### src/rtl/srcnt_pkg.sv
// package of the status and rolling counter bank
// assumes: one 25 MHz clock feeds every user of these names
package srcnt_pkg;

    // ***************************************************
    // register map
    // ***************************************************
    localparam logic [7:0] ADDR_COUNT = 8'h00; // rolling_tick_counter
    localparam logic [7:0] ADDR_MAIN = 8'h01; // main_device_status
    localparam logic [7:0] ADDR_SUPPLY = 8'h02; // supply_fault_status
    localparam logic [7:0] ADDR_MEMTEMP = 8'h03; // memory_temp_status
    localparam logic [7:0] ADDR_LINK = 8'h04; // link_fault_status

    // ***************************************************
    // field positions
    // ***************************************************
    localparam int MAIN_DSP_BIT = 7; // signal processing summary
    localparam int MAIN_COMM_BIT = 5; // comm_fault_summary
    localparam int MAIN_MEMT_BIT = 4; // memory_temp_fault_summary
    localparam int MAIN_SUP_BIT = 3; // supply summary
    localparam int MAIN_TEST_BIT = 2; // test_active_flag
    localparam int MAIN_RES_BIT = 1; // reset_occurred_flag
    localparam int MAIN_INIT_BIT = 0; // init_pending_flag
    localparam int SUP_LOW_BIT = 7; // low_supply_fault
    localparam int SUP_ANA_BIT = 3; // analog_reg_fault
    localparam int SUP_DIG_BIT = 2; // digital_reg_fault
    localparam int SUP_NVM_BIT = 1; // nvm_reg_fault
    localparam int SUP_SEAL_BIT = 0; // seal_continuity_fault
    localparam int MT_FNVM_BIT = 7; // factory memory fault
    localparam int MT_UNVM_BIT = 6; // user memory fault
    localparam int MT_UREG_BIT = 5; // user register check fault
    localparam int MT_BUSY_BIT = 4; // user memory write busy
    localparam int MT_TEMP_BIT = 2; // temperature_range_fault
    localparam int LINK_MISM_BIT = 7; // readback mismatch

    // ***************************************************
    // reset values and timing
    // ***************************************************
    localparam logic [7:0] COUNT_RESET = 8'h00; // counter after reset
    localparam logic [7:0] BYTE_ZERO = 8'h00; // cleared byte
    localparam int CLK_MHZ = 25; // ref_clk rate
    localparam int PRESCALE_DIV = 1000; // oscillator divide ratio
    localparam int PRESCALE_W = 10; // prescaler width
    localparam int COUNT_W = 8; // rolling counter width
    localparam int SUPPLY_RECOVERY_TIME_US = 10; // supply_recovery_time
    localparam int SUPPLY_RECOVERY_CYC =
        SUPPLY_RECOVERY_TIME_US * CLK_MHZ; // recovery in cycles
    localparam int DATA_VALID_DELAY_US = 1000; // data_valid_delay
    localparam int DATA_VALID_CYC =
        DATA_VALID_DELAY_US * CLK_MHZ; // delay in cycles

    // ***************************************************
    // initialisation states
    // ***************************************************
    typedef enum logic [1:0] {
        INIT_WAIT = 2'b01, // sensor data not yet valid
        INIT_DONE = 2'b10 // sensor data valid
    } srcnt_init_t;

endpackage : srcnt_pkg

### src/rtl/srcnt_top.sv
// status and rolling counter register bank of a pressure sensor
// assumes: serial front end gives one-cycle read strobes with address
// Function
// RULE1: ten-bit prescaler divides oscillator by thousand
// RULE2: eight-bit counter increments per tick, wraps
// RULE3: all status registers read-only, any interface
// RULE4: main bit7 ORs three signal processing faults
// RULE5: main bit5 mirrors readback mismatch flag
// RULE6: main bit4 ORs memory and temperature faults
// RULE7: main bit3 ORs the five supply faults
// RULE8: main bit2 shows test mode, resets low
// RULE9: main bit1 set by reset, cleared by read
// RULE10: main bit0 clears when sensor data valid
// RULE11: supply bit7 flags low main supply
// RULE12: supply bit3 flags analog regulator fault
// RULE13: supply bit2 flags digital regulator fault
// RULE14: supply bit1 flags memory regulator fault
// RULE15: supply bit0 flags broken edge seal
// RULE16: supply faults share one reloading recovery timer
// RULE17: supply bits clear per report-disable setting
// RULE18: host ignores supply flags during initialisation
// RULE19: memory/temperature faults clear on read or send
// RULE20: link bit7 sets on mismatch, read clears
// RULE21: writes leave counter and flags unchanged
// RULE22: reserved status bits read as zero
`timescale 1ns/1ps
module srcnt_top
    import srcnt_pkg::*;
#(
    parameter int RECOVERY_CYC = SUPPLY_RECOVERY_CYC, // recovery cycles
    parameter int VALID_CYC = DATA_VALID_CYC // init delay cycles
)(
    input wire logic ref_clk, // 25 MHz clock
    input wire logic resetn, // async reset, low active
    input wire logic rd_en, // one-cycle read strobe
    input wire logic [7:0] rd_addr, // register address
    input wire logic tx_main_clr, // transmission carried reset flag
    input wire logic tx_memt_clr, // transmission carried mem faults
    input wire logic tx_link_clr, // transmission carried mismatch
    input wire logic selftest_unfinished, // self-test not done
    input wire logic common_mode_fault, // common mode fault
    input wire logic selftest_fault, // self-test failed
    input wire logic test_enter, // test mode entry pulse
    input wire logic test_exit, // test mode exit pulse
    input wire logic low_supply_mon, // supply below threshold
    input wire logic analog_reg_mon, // analog regulator out of range
    input wire logic digital_reg_mon, // digital regulator bad
    input wire logic nvm_reg_mon, // memory regulator bad
    input wire logic seal_break_mon, // edge seal open
    input wire logic supply_fault_report_off, // lock_control_reg bit
    input wire logic factory_mem_evt, // factory memory fault
    input wire logic user_mem_evt, // user memory fault
    input wire logic user_reg_evt, // user register check fault
    input wire logic user_write_busy, // user memory write running
    input wire logic temperature_evt, // temperature out of range
    input wire logic mismatch_evt, // readback data mismatch
    output logic [7:0] rd_data_q, // read data
    output logic rd_valid_q // read data valid pulse
);

    // ***************************************************
    // state
    // ***************************************************
    logic [PRESCALE_W-1:0] pre_q, pre_d; // prescaler
    logic [COUNT_W-1:0] cnt_q, cnt_d; // rolling counter
    logic test_q, test_d; // test_active_flag
    logic res_q, res_d; // reset_occurred_flag
    logic [4:0] sup_q, sup_d; // supply faults, packed
    logic [31:0] rcv_q, rcv_d; // recovery timer
    logic [3:0] mt_q, mt_d; // sticky memory/temp faults
    logic link_q, link_d; // readback mismatch flag
    logic [31:0] ini_q, ini_d; // data valid timer
    srcnt_init_t st_q, st_d; // init sequencer

    // ***************************************************
    // decode and combinational views
    // ***************************************************
    wire tick = (pre_q == PRESCALE_W'(PRESCALE_DIV - 1)); // [RULE1]
    wire rd_main = rd_en && (rd_addr == ADDR_MAIN); // main read
    wire rd_memt = rd_en && (rd_addr == ADDR_MEMTEMP); // mem read
    wire rd_link = rd_en && (rd_addr == ADDR_LINK); // link read
    wire [4:0] sup_mon = {low_supply_mon, analog_reg_mon,
        digital_reg_mon, nvm_reg_mon, seal_break_mon}; // monitors
    wire sup_any = |sup_mon; // any supply fault now
    wire init_flag = (st_q == INIT_WAIT); // init_pending_flag
    wire dsp_sum = selftest_unfinished | common_mode_fault
        | selftest_fault; // [RULE4]
    wire memt_sum = (|mt_q) | user_write_busy; // [RULE6]
    wire sup_sum = |sup_q; // [RULE7]
    wire [7:0] main_v; // main_device_status view
    wire [7:0] sup_v; // supply_fault_status view
    wire [7:0] mt_v; // memory_temp_status view
    wire [7:0] link_v; // link_fault_status view
    wire [7:0] rd_mux; // selected read value

    // reserved positions stay zero in every view [RULE22]
    assign main_v = 8'(dsp_sum << MAIN_DSP_BIT)
        | 8'(link_q << MAIN_COMM_BIT) // [RULE5]
        | 8'(memt_sum << MAIN_MEMT_BIT)
        | 8'(sup_sum << MAIN_SUP_BIT)
        | 8'(test_q << MAIN_TEST_BIT) // [RULE8]
        | 8'(res_q << MAIN_RES_BIT) // [RULE9]
        | 8'(init_flag << MAIN_INIT_BIT); // [RULE10]
    assign sup_v = 8'(sup_q[4] << SUP_LOW_BIT) // [RULE11]
        | 8'(sup_q[3] << SUP_ANA_BIT) // [RULE12]
        | 8'(sup_q[2] << SUP_DIG_BIT) // [RULE13]
        | 8'(sup_q[1] << SUP_NVM_BIT) // [RULE14]
        | 8'(sup_q[0] << SUP_SEAL_BIT); // [RULE15]
    assign mt_v = 8'(mt_q[3] << MT_FNVM_BIT)
        | 8'(mt_q[2] << MT_UNVM_BIT)
        | 8'(mt_q[1] << MT_UREG_BIT)
        | 8'(user_write_busy << MT_BUSY_BIT)
        | 8'(mt_q[0] << MT_TEMP_BIT);
    assign link_v = 8'(link_q << LINK_MISM_BIT);
    // no write path exists, so no write can alter the bank [RULE21]
    assign rd_mux = (rd_addr == ADDR_COUNT) ? cnt_q : // [RULE3]
        (rd_addr == ADDR_MAIN) ? main_v :
        (rd_addr == ADDR_SUPPLY) ? sup_v :
        (rd_addr == ADDR_MEMTEMP) ? mt_v :
        (rd_addr == ADDR_LINK) ? link_v : BYTE_ZERO;

    // ***************************************************
    // next-state logic
    // ***************************************************
    // prescaler and counter; wrap falls out of 8-bit add
    always_comb
    begin
        pre_d = tick ? '0 : pre_q + 1'b1; // [RULE1]
        cnt_d = tick ? cnt_q + 1'b1 : cnt_q; // [RULE2]
    end

    // test flag: entry wins if both pulses collide
    always_comb
    begin
        test_d = test_q;
        if (test_enter)
        begin
            test_d = 1'b1; // [RULE8]
        end
        else if (test_exit)
        begin
            test_d = 1'b0; // [RULE8]
        end
    end

    // reset flag is only ever set by reset itself
    always_comb
    begin
        res_d = res_q;
        if (rd_main || tx_main_clr)
        begin
            res_d = 1'b0; // [RULE9]
        end
    end

    // supply bits latch; released after recovery runs out
    // with reporting off they follow the monitors only
    always_comb
    begin
        rcv_d = rcv_q;
        sup_d = sup_q;
        if (sup_any)
        begin
            rcv_d = 32'(RECOVERY_CYC); // [RULE16]
        end
        else if (rcv_q != '0)
        begin
            rcv_d = rcv_q - 1'b1; // [RULE16]
        end
        if (supply_fault_report_off)
        begin
            sup_d = sup_mon; // [RULE17]
        end
        else if (!sup_any && rcv_q == 32'd1)
        begin
            sup_d = sup_mon; // [RULE17]
        end
        else
        begin
            sup_d = sup_q | sup_mon; // [RULE11]
        end
    end

    // sticky detail faults: set beats a same-cycle clear
    always_comb
    begin
        mt_d = mt_q;
        link_d = link_q;
        if (rd_memt || tx_memt_clr)
        begin
            mt_d = '0; // [RULE19]
        end
        mt_d = mt_d | {factory_mem_evt, user_mem_evt,
            user_reg_evt, temperature_evt}; // [RULE19]
        if (rd_link || tx_link_clr)
        begin
            link_d = 1'b0; // [RULE20]
        end
        if (mismatch_evt)
        begin
            link_d = 1'b1; // [RULE20]
        end
    end

    // init sequencer waits out the data valid delay
    always_comb
    begin
        ini_d = ini_q;
        st_d = st_q;
        case (st_q)
            INIT_WAIT:
            begin
                ini_d = ini_q + 1'b1;
                if (ini_q == 32'(VALID_CYC - 1))
                begin
                    st_d = INIT_DONE; // [RULE10]
                end
            end
            INIT_DONE:
            begin
                ini_d = ini_q; // hold
            end
            default:
            begin
                st_d = INIT_WAIT; // recover from bad code
            end
        endcase
    end

    // ***************************************************
    // registers
    // ***************************************************
    // timing state
    always_ff @(posedge ref_clk or negedge resetn)
    begin
        if (!resetn)
        begin
            pre_q <= '0;
            cnt_q <= COUNT_RESET;
            rcv_q <= '0;
            ini_q <= '0;
            st_q <= INIT_WAIT;
        end
        else
        begin
            pre_q <= pre_d;
            cnt_q <= cnt_d;
            rcv_q <= rcv_d;
            ini_q <= ini_d;
            st_q <= st_d;
        end
    end

    // flags; reset flag comes up set, test flag clear
    always_ff @(posedge ref_clk or negedge resetn)
    begin
        if (!resetn)
        begin
            test_q <= 1'b0;
            res_q <= 1'b1;
            sup_q <= '0;
            mt_q <= '0;
            link_q <= 1'b0;
        end
        else
        begin
            test_q <= test_d;
            res_q <= res_d;
            sup_q <= sup_d;
            mt_q <= mt_d;
            link_q <= link_d;
        end
    end

    // read port, one cycle after the strobe
    always_ff @(posedge ref_clk or negedge resetn)
    begin
        if (!resetn)
        begin
            rd_data_q <= BYTE_ZERO;
            rd_valid_q <= 1'b0;
        end
        else
        begin
            rd_data_q <= rd_en ? rd_mux : rd_data_q;
            rd_valid_q <= rd_en;
        end
    end
endmodule : srcnt_top

### config.mk
export PLATFORM = sky130hd
export DESIGN_NAME = srcnt_top
export DESIGN_NICKNAME = d
export VERILOG_FILES = /design/src/rtl/srcnt_pkg.sv /design/src/rtl/srcnt_top.sv
export SDC_FILE = /design/constraint.sdc
export NUM_CORES = 1
export LEC_CHECK = 0
export BUFFER_PORTS_ARGS = -buffer_cell sky130_fd_sc_hd__clkbuf_2
export CAP_MARGIN = 40
export CORE_MARGIN = 5
export CORE_UTILIZATION = 50
export CTS_CLUSTER_SIZE = 24
export DETAILED_ROUTE_END_ITERATION = 12
export PLACE_DENSITY = 0.71
export SLEW_MARGIN = 5
export SYNTH_ARGS = -nofsm -noshare
export SYNTH_HDL_FRONTEND = slang
export SYNTH_SLANG_ARGS = --single-unit
### constraint.sdc
create_clock -name ref_clk -period 1.9 [get_ports ref_clk]
set_input_delay 0.095 -clock ref_clk [delete_from_list [all_inputs] [get_ports ref_clk]]
set_output_delay 0.095 -clock ref_clk [all_outputs]
set_load 0.01 [all_outputs]
=== Word-level counts from Yosys, hierarchy flattened ===
Index checks and enable logic that the tools add are counted.

* Flip-flop bits (word level): 105
* Input port bits: 31
* Output and inout bits: 9

* Add/subtract/negate cells: 4
* Equality and inequality tests: 10
* Muxes and demuxes: 17
* Bitwise logic cells: 20
* Reductions and logical operators: 17

{| class="wikitable"
|+ Operators with widths
! kind !! count
|-
| two-way mux 32 bit || 2
|-
| two-way mux 8 bit || 5
|-
| adder 32 x 1 -> 32 bit, second input constant || 1
|-
| == test 32 x 1 -> 1 bit, second input constant || 1
|-
| == test 32 x 15 -> 1 bit, second input constant || 1
|-
| nonzero test 32 bit || 1
|-
| subtractor 32 x 1 -> 32 bit, second input constant || 1
|-
| OR 8 x 3 -> 8 bit || 3
|-
| == test 8 x 2 -> 1 bit, second input constant || 2
|-
| OR 8 x 1 -> 8 bit || 2
|-
| OR 8 x 2 -> 8 bit || 2
|-
| OR 8 x 4 -> 8 bit || 2
|-
| OR 8 x 5 -> 8 bit || 2
|-
| OR 8 x 6 -> 8 bit || 2
|-
| adder 10 x 1 -> 10 bit, second input constant || 1
|-
| == test 10 bit, second input constant || 1
|-
| two-way mux 10 bit || 1
|-
| two-way mux 5 bit || 2
|-
| OR reduction 5 bit || 2
|-
| adder 8 x 1 -> 8 bit, second input constant || 1
|-
| == test 8 x 1 -> 1 bit, second input constant || 1
|-
| == test 8 x 3 -> 1 bit, second input constant || 1
|-
| zero test 8 bit || 1
|-
| OR 8 x 7 -> 8 bit || 1
|-
| other kinds (17) || 29
|}

=== Longest topological paths before layout ===
Gate-level depths: netlist (run 1).

* Depth after elaboration: 10
* Gate-level depth with buffers: 7
* Mapped depth without buffers: 6

=== Least setup slack after synthesis (run 1) ===
OpenSTA, ideal clock, no wires.

* Path type: reg-to-reg
* From: register rcv_q[28]
* To: register rcv_q[31]
* Arrival: 1802 ps
* Required time: 1820 ps
* Slack: 18 ps
* Cell stages (with the launch flop): 5
* Buffers on the path: 0
* Clock period less this slack: 1882 ps
* Cell sequence: dfrtp_1 or4_1 or3_1 or4_1 a21oi_1

* Longest elaborated chain between the ends: 3

{| class="wikitable"
|+ RTL lines
! what !! RTL line !! RTL
|-
| from (decl) || srcnt_top.sv:69 || <nowiki>logic [31:0] rcv_q, rcv_d;</nowiki>
|-
| from (signal assigned) || srcnt_top.sv:248 || <nowiki>rcv_q <= rcv_d;</nowiki>
|-
| subtractor 32 x 1 -> 32 bit || srcnt_top.sv:168 || <nowiki>rcv_d = rcv_q - 1'b1;</nowiki>
|-
| two-way mux 32 bit || srcnt_top.sv:166 || <nowiki>else if (rcv_q != '0)</nowiki>
|-
| two-way mux 32 bit || srcnt_top.sv:162 || <nowiki>if (sup_any)</nowiki>
|}

Parallel ways exist; a longest one is shown, timed or not. The select of a mux whose other input is x is not followed.
A chain may end at the register's enable or synchronous reset.

=== Worst setup path after layout (run 1) ===
* From: register rcv_q[19]
* To: register rcv_q[28]

The elaborated chain is that of the path after synthesis.

==> results of run 1 <==
==> metrics by stage <==
stage          hold WS, ns  std cells  TNS, ns  util, %  setup WS, ns
2_1_floorplan       -0.201        493        0        -        0.0185
3_3_place_gp        0.0959        699        0     57.3        0.0143
3_5_place_dp         0.102        699   -0.284     57.3       -0.0744
4_1_cts             0.0107        731  -0.0701     61.6       -0.0248
5_1_grt             0.0271        740    -2.30     63.8        -0.141
6_report            0.0227        740   -0.285     63.8       -0.0818
==> routing by layer <==
| metal | share of wire [%] | vias to the layer above | global-route usage, % | routed length, um |
|---|---|---|---|---|
| met5 | 0 | - | 0 | 0 |
| met4 | 1.5 | 0 | 6.01 | 176 |
| met3 | 3.8 | 18 | 3.32 | 445 |
| met2 | 48 | 88 | 31.4 | 5640 |
| met1 | 47 | 2065 | 26.0 | 5540 |
| li1 | - | 2005 | - | - |
==> cell usage in the layout, fill, tap and decap left out, types with 3 or more instances in the layout <==
master           n
clkbuf_8         9
nand3_1         22
and4_1           5
o41ai_1          3
dlygate4sd3_1   13
or3_1            4
nand2b_1         3
clkbuf_2        38
a21o_1          10
and3_1           6
inv_1           18
dfrtp_1        101
or4_4            4
a21oi_1         15
o31ai_1          9
a2111oi_2        3
buf_4           55
buf_6            3
mux2i_1          4
a21oi_2          3
xnor2_1         36
nand3b_1         5
nand2_1         30
or4_1            9
and2_1           3
nor4_1           8
o21ai_0         15
clkinv_8         4
nor2_1          46
nor2b_1          3
nor4_2           4
nor3_2           4
nor3_1           5
ha_1             4
nand4_1         16
nor4_4           4
xor2_1          24
a41oi_1          3
==> state kept, by name, indices dropped and copies added (netlist names) <==
name,flops
res_q,1
link_q,1
pre_q,10
ini_q,32
rcv_q,32
rd_valid_q,1
sup_q,5
test_q,1
rd_data_q,8
st_q,2
mt_q,4
cnt_q,8
==> area by class of cell <==
| cell class | instances | area (sq um) | share of cell area [%] |
|---|---|---|---|
| multi-input cells | 354 | 2630 | 40.3 |
| clock inverters | 7 | 113 | 1.73 |
| repair buffers | 110 | 787 | 12.1 |
| flip-flops and latches | 105 | 2630 | 40.3 |
| well taps | 136 | 170 | 2.61 |
| inverters | 19 | 71.3 | 1.09 |
| clock buffers | 9 | 124 | 1.90 |
==> power by group through the flow <==
stage	clock, mW	combinational, mW	sequential [mW]
2_1_floorplan	0	0.0695	2.31
3_3_place_gp	0	0.177	2.31
3_5_place_dp	0	0.181	2.31
4_1_cts	1.57	0.204	2.27
5_1_grt	1.65	0.229	2.27
6_report	1.54	0.204	2.27
==> repair_timing <==
| action | in CTS | in global routing |
|---|---|---|
| hold endpoints to repair | 45 | 0 |
| hold buffers | 13 | 0 |
| setup buffers | 3 | 9 |
| setup endpoints to repair | 12 | 43 |
| resized for setup | 9 | 33 |
| pin swaps | 7 | 19 |
==> critical path, cell delays in order, from the launching register on <==
cell and delay, ns:
dfrtp_2 0.47, nor4_4 0.41, and2_4 0.24, o2111ai_4 0.14
buf_4 0.18, or3_1 0.32, a21oi_1 0.16
==> worst max path at each step <==
stage | start | to | depth (start not counted)
global route | rcv_q[10]$_DFFE_PN0P_ | rcv_q[6]$_DFFE_PN0P_ | 7
floorplan | rcv_q[28]$_DFFE_PN0P_ | rcv_q[31]$_DFFE_PN0P_ | 4
detailed placement | rcv_q[22]$_DFFE_PN0P_ | rcv_q[31]$_DFFE_PN0P_ | 5
finish | rcv_q[19]$_DFFE_PN0P_ | rcv_q[28]$_DFFE_PN0P_ | 6
CTS | rcv_q[31]$_DFFE_PN0P_ | rcv_q[25]$_DFFE_PN0P_ | 6
global placement | rcv_q[22]$_DFFE_PN0P_ | rcv_q[30]$_DFFE_PN0P_ | 6
==> kinds of logic (layout without fill, tap and decap cells) <==
logic type,Yosys count,after routing
buffers and inverters,34,145
multiplexers,8,8
flip-flops,105,105
adder cells (fa/ha/maj),5,5
XOR/XNOR,60,60
AO/OA/AOI/OAI,79,79
AND/OR/NAND/NOR,202,202
==> metrics.csv, run 1 <==
metric;value;unit
Min-Delay Path Depth;3;
Finished Cell Area;6530;sq um
clock slew at reported path FFs;0.12;ns
num rows;37;
Port Buffers;39;
DRC;0;
Worst Setup Start Kind;register;
vias in the first global route;4240;
clk sink count;105;
DR vias/cell;5.64;
Sw Ratio;25.2;%
Synth Area in Simple Gates;22.7;%
CTS tree;built;
Synth warnings;0;
layout cells sized above 1;28.3;%
Synth area leader;dfrtp_1;
slack of the worst reg-to-reg path;-0.08;ns
clock insertion delay at the later pin of the skew report;0.38;ns
Reg2Reg Depth;6;
filler cell count in the final layout;786;
Syn Nets;529;
Final Skew;0.0186;ns
worst hold path class;in -> reg;
max-capacitance violation count;0;
Worst EP arrival;2.29;ns
final setup fails;9;
clock power share;38.3;%
synth cell count leaders;dfrtp_1, nor2_1, xnor2_1, nand2_1, xor2_1;
die height;112;um
Leak Pwr;2.81;nW
max_slew headroom;66.1;%
share of the synthesized area in the top cell type;49.6;%
multiplexer share of the synthesized area;2.07;%
antenna violations before repair;0;
Fin. Hold Viols;0;
Crit Path Class;reg -> reg;
Sw Pwr;1.01;mW
core area;10200;sq um
Global Route Usage Sum;19.1;%
CTS buffer count;9;
Worst Hold End;link_q$_DFFE_PN0P_;
RD Place Congestion;0.862;
min Tclk post-route;1.98;ns
Synth Register Bits;105;
top post-synthesis cells by area;dfrtp_1, xnor2_1, xor2_1, nor2_1, nand2_1;
Synth async-reset ratio;100;%
Synth Instances;493;
H-Tree Depth;3;
routed len/inst;15.9;um
maximum clock frequency;505;MHz
chip width;112;um
PwrDens;615;nW/um^2
mapped cell area;5190;sq um
P&R area growth vs syn;25.7;%
Starting Density;50.8;%
largest family of logic cells by synthesized area;simple AND/OR/NAND/NOR gates;
sequential share of power;56.6;%
# IOs;40;
Critical Path Sink Type;register;
Internal Pwr Total;3.00;mW
Slew @ Worst Pin;0.509;ns
Diodes inserted;0;
DR iter-0 viols;242;
largest net degree at the start of global routing;48;
placed cell areas;5860;sq um
first drt pass iteration count;4;
Crit Reg-Reg Endpoint;rcv_q[28]$_DFFE_PN0P_;
CTS Buffer Depth;2;
Post-Synth XOR/XNOR Area;10.1;%
most common flop cell mapped by yosys;dfrtp_1;
Routed Antenna Nets;0;
Max VDD drop;0.391;mV
Nets;635;
violated checks;negative setup slack;
Slew Limit Fails;0;
detailed placement HPWL;8.03;mm
Critical R2R Launch;rcv_q[19]$_DFFE_PN0P_;
WL final;11.8;mm
Root Buffer;clkbuf_8;
count leader, synth;dfrtp_1;
Mean Syn Cell Area;10.5;sq um
Final Worst Setup Slack;-0.0818;ns
total number of vias;4176;
GRT overflow;0;
RSZ-0062 raised after global routing;yes;
Synth Area in Compound Gates;10.7;%
post-synth cell types;60;
Synth Area in Adders;1.20;%
Overall Power;4.01;mW
die area;12500;sq um
status;finished, violations left;
EDFF count, synth;0;
HP Start;tx_link_clr;
Worst EP required;2.21;ns
Final period util;104;%
Comb pwr share;5.1;%
sequential area share after synthesis;50.6;%
CP max FO;4;
first-pass GRT wire length;20.0;mm
No activity file was read; power rests on OpenSTA's default activity.
==> run 2, diff against run 1 <==
--- a/config.mk
+++ b/config.mk
@@ -12,6 +12,7 @@
 export CTS_CLUSTER_SIZE = 24
 export DETAILED_ROUTE_END_ITERATION = 12
 export PLACE_DENSITY = 0.71
+export REMOVE_ABC_BUFFERS = 1
 export SLEW_MARGIN = 5
 export SYNTH_ARGS = -nofsm -noshare
 export SYNTH_HDL_FRONTEND = slang
==> run 2 against run 1 <==
Compared with the run above: the flow still finishes with violations (negative setup slack); clock skew down 0.0056 ns; critical path depth is the same; worst hold slack worse by 0.014 ns; wire length up 6.3%; first-iteration DRC count increased by 24%; via count rose by 1.7%; highest routed layer unchanged.
==> metrics.csv, run 2 (synthesis gave the netlist of run 1 again) <==
metric;value;unit
num rows;37;
max_slew headroom;70.7;%
critical path launch point;rcv_q[18]$_DFFE_PN0P_;
Root Buffer;clkbuf_8;
first-pass GRT wire length;20.2;mm
Nets;639;
Slew Limit Fails;0;
Worst EP arrival;2.21;ns
clock insertion delay at the later pin of the skew report;0.38;ns
Starting Density;50.8;%
core area;10200;sq um
cell total after placement;700;
# IOs;40;
Routed Antenna Nets;0;
Global Route Usage Sum;19.3;%
die height;112;um
WP buf/inv;1;
CP delay by family, top;simple AND/OR/NAND/NOR gates;
routed len/inst;16.9;um
Slew @ Worst Pin;0.434;ns
vias in the first global route;4296;
Crit Path Class;reg -> reg;
fin cells;744;
status;finished, violations left;
detailed placement HPWL;8.04;mm
Worst EP required;2.15;ns
CP max FO;5;
Worst Setup Start Kind;register;
P&R area growth vs syn;27.7;%
RSZ-0062 raised after global routing;yes;
clock slew at reported path FFs;0.11;ns
Leak Pwr;2.84;nW
Util after Layout;64.9;%
Final period util;103;%
max-capacitance violation count;0;
CTS tree;built;
Hold WS;0.00825;ns
final setup fails;3;
CP Cell Sequence;nor4_4, buf_4, nand4_4, o31ai_1, xor2_1, nor2_1;
Fin. Hold Viols;0;
most common cell after layout, fill and taps aside;dfrtp_1;
antenna violations before repair;0;
Port Buffers;39;
worst hold path class;in -> reg;
CTS buffer count;9;
Critical Path Sink Type;register;
CTS Buffer Depth;2;
largest stage delay on the critical path;0.46;ns
chip width;112;um
Diodes inserted;0;
DR iter-0 viols;300;
DR vias/cell;5.71;
min Tclk post-route;1.95;ns
maximum clock frequency;512;MHz
violated checks;negative setup slack;
Max VDD drop;0.330;mV
Critical R2R Launch;rcv_q[18]$_DFFE_PN0P_;
Final Worst Setup Slack;-0.0523;ns
Overall Power;3.85;mW
RD Place Congestion;0.881;
PwrDens;581;nW/um^2
WL final;12.5;mm
layout cells sized above 1;30.3;%
clk sink count;105;
total number of vias;4247;
largest net degree at the start of global routing;57;
DRC;0;
H-Tree Depth;3;
HP Start;tx_link_clr;
first drt pass iteration count;4;
commonest cells after routing, fill and taps aside;dfrtp_1, buf_4, nor2_1, clkbuf_2, xnor2_1;
GRT overflow;0;
Critical-path top delay cell;dfrtp_2;
die area;12500;sq um
Final Skew;0.0130;ns
Largest regs;ini_q x32, rcv_q x32, pre_q x10;
-- run 2: stage by stage --
step                      TNS (ns)  instance area [sq um]  setup slack [ns]
after CTS                  -0.0585                   6310           -0.0208
after detailed placement    -0.263                   5880           -0.0665
after floorplan             -0.610                   5130            -0.140
final                      -0.0646                   6640           -0.0523
after global routing        -0.953                   6640            -0.120
after global placement      -0.136                   5880           -0.0297
-- run 2: routing by layer --
layer / global-route usage [%] / vias to the layer above / part of all wire [%] / routed length, um
met5: 0 / - / 0 / 0
met2: 32.1 / 106 / 50 / 6220
met3: 2.93 / 28 / 4.2 / 532
met1: 25.9 / 2098 / 44 / 5510
li1: - / 2015 / - / -
met4: 7.05 / 0 / 2.2 / 282
-- run 2: area by class of cell --
class                      instances  area [sq um]
sequential                       105          2640
timing repair buffer             112           818
fill                             771          3590
inverter                          19          71.3
clock buffer                      10           138
tap                              136           170
clock inverter                     6          61.3
multi-input combinational        356          2740
-- run 2: final timing paths --
check                      depth (start not counted)              endpoint  slack (ns)
setup / recovery                                   6  rcv_q[2]$_DFFE_PN0P_       -0.05
hold / removal                                     3    link_q$_DFFE_PN0P_       0.008
setup reg to reg                                   6  rcv_q[2]$_DFFE_PN0P_       -0.05
hold reg to reg                                    2     res_q$_DFFE_PN1P_        0.48
max in group asynchronous                          3     res_q$_DFFE_PN1P_        1.05
min in group asynchronous                          2    pre_q[8]$_DFF_PN0_        0.14
-- run 2: tightest hold or removal path: cells and delay by family --
family | cells | cell delay, ns
buffers and inverters | 2 | 0.12
AOI/OAI and AO/OA | 1 | 0.14
-- run 2: what timing repair did --
item / CTS / global route
gates cloned: 0 / 2
setup endpoints to repair: 19 / 36
gates resized for setup: 14 / 48
hold endpoints to repair: 87 / 0
buffers inserted: 4 / 9
hold buffers: 13 / 0
pin swaps: 7 / 22
-- run 2: where the power goes --
part	switching (mW)	leakage, nW	internal (mW)	total [mW]
clock	0.832	0.0978	0.542	1.37
combinational	0.119	1.38	0.0919	0.211
sequential	0.0165	1.36	2.25	2.27
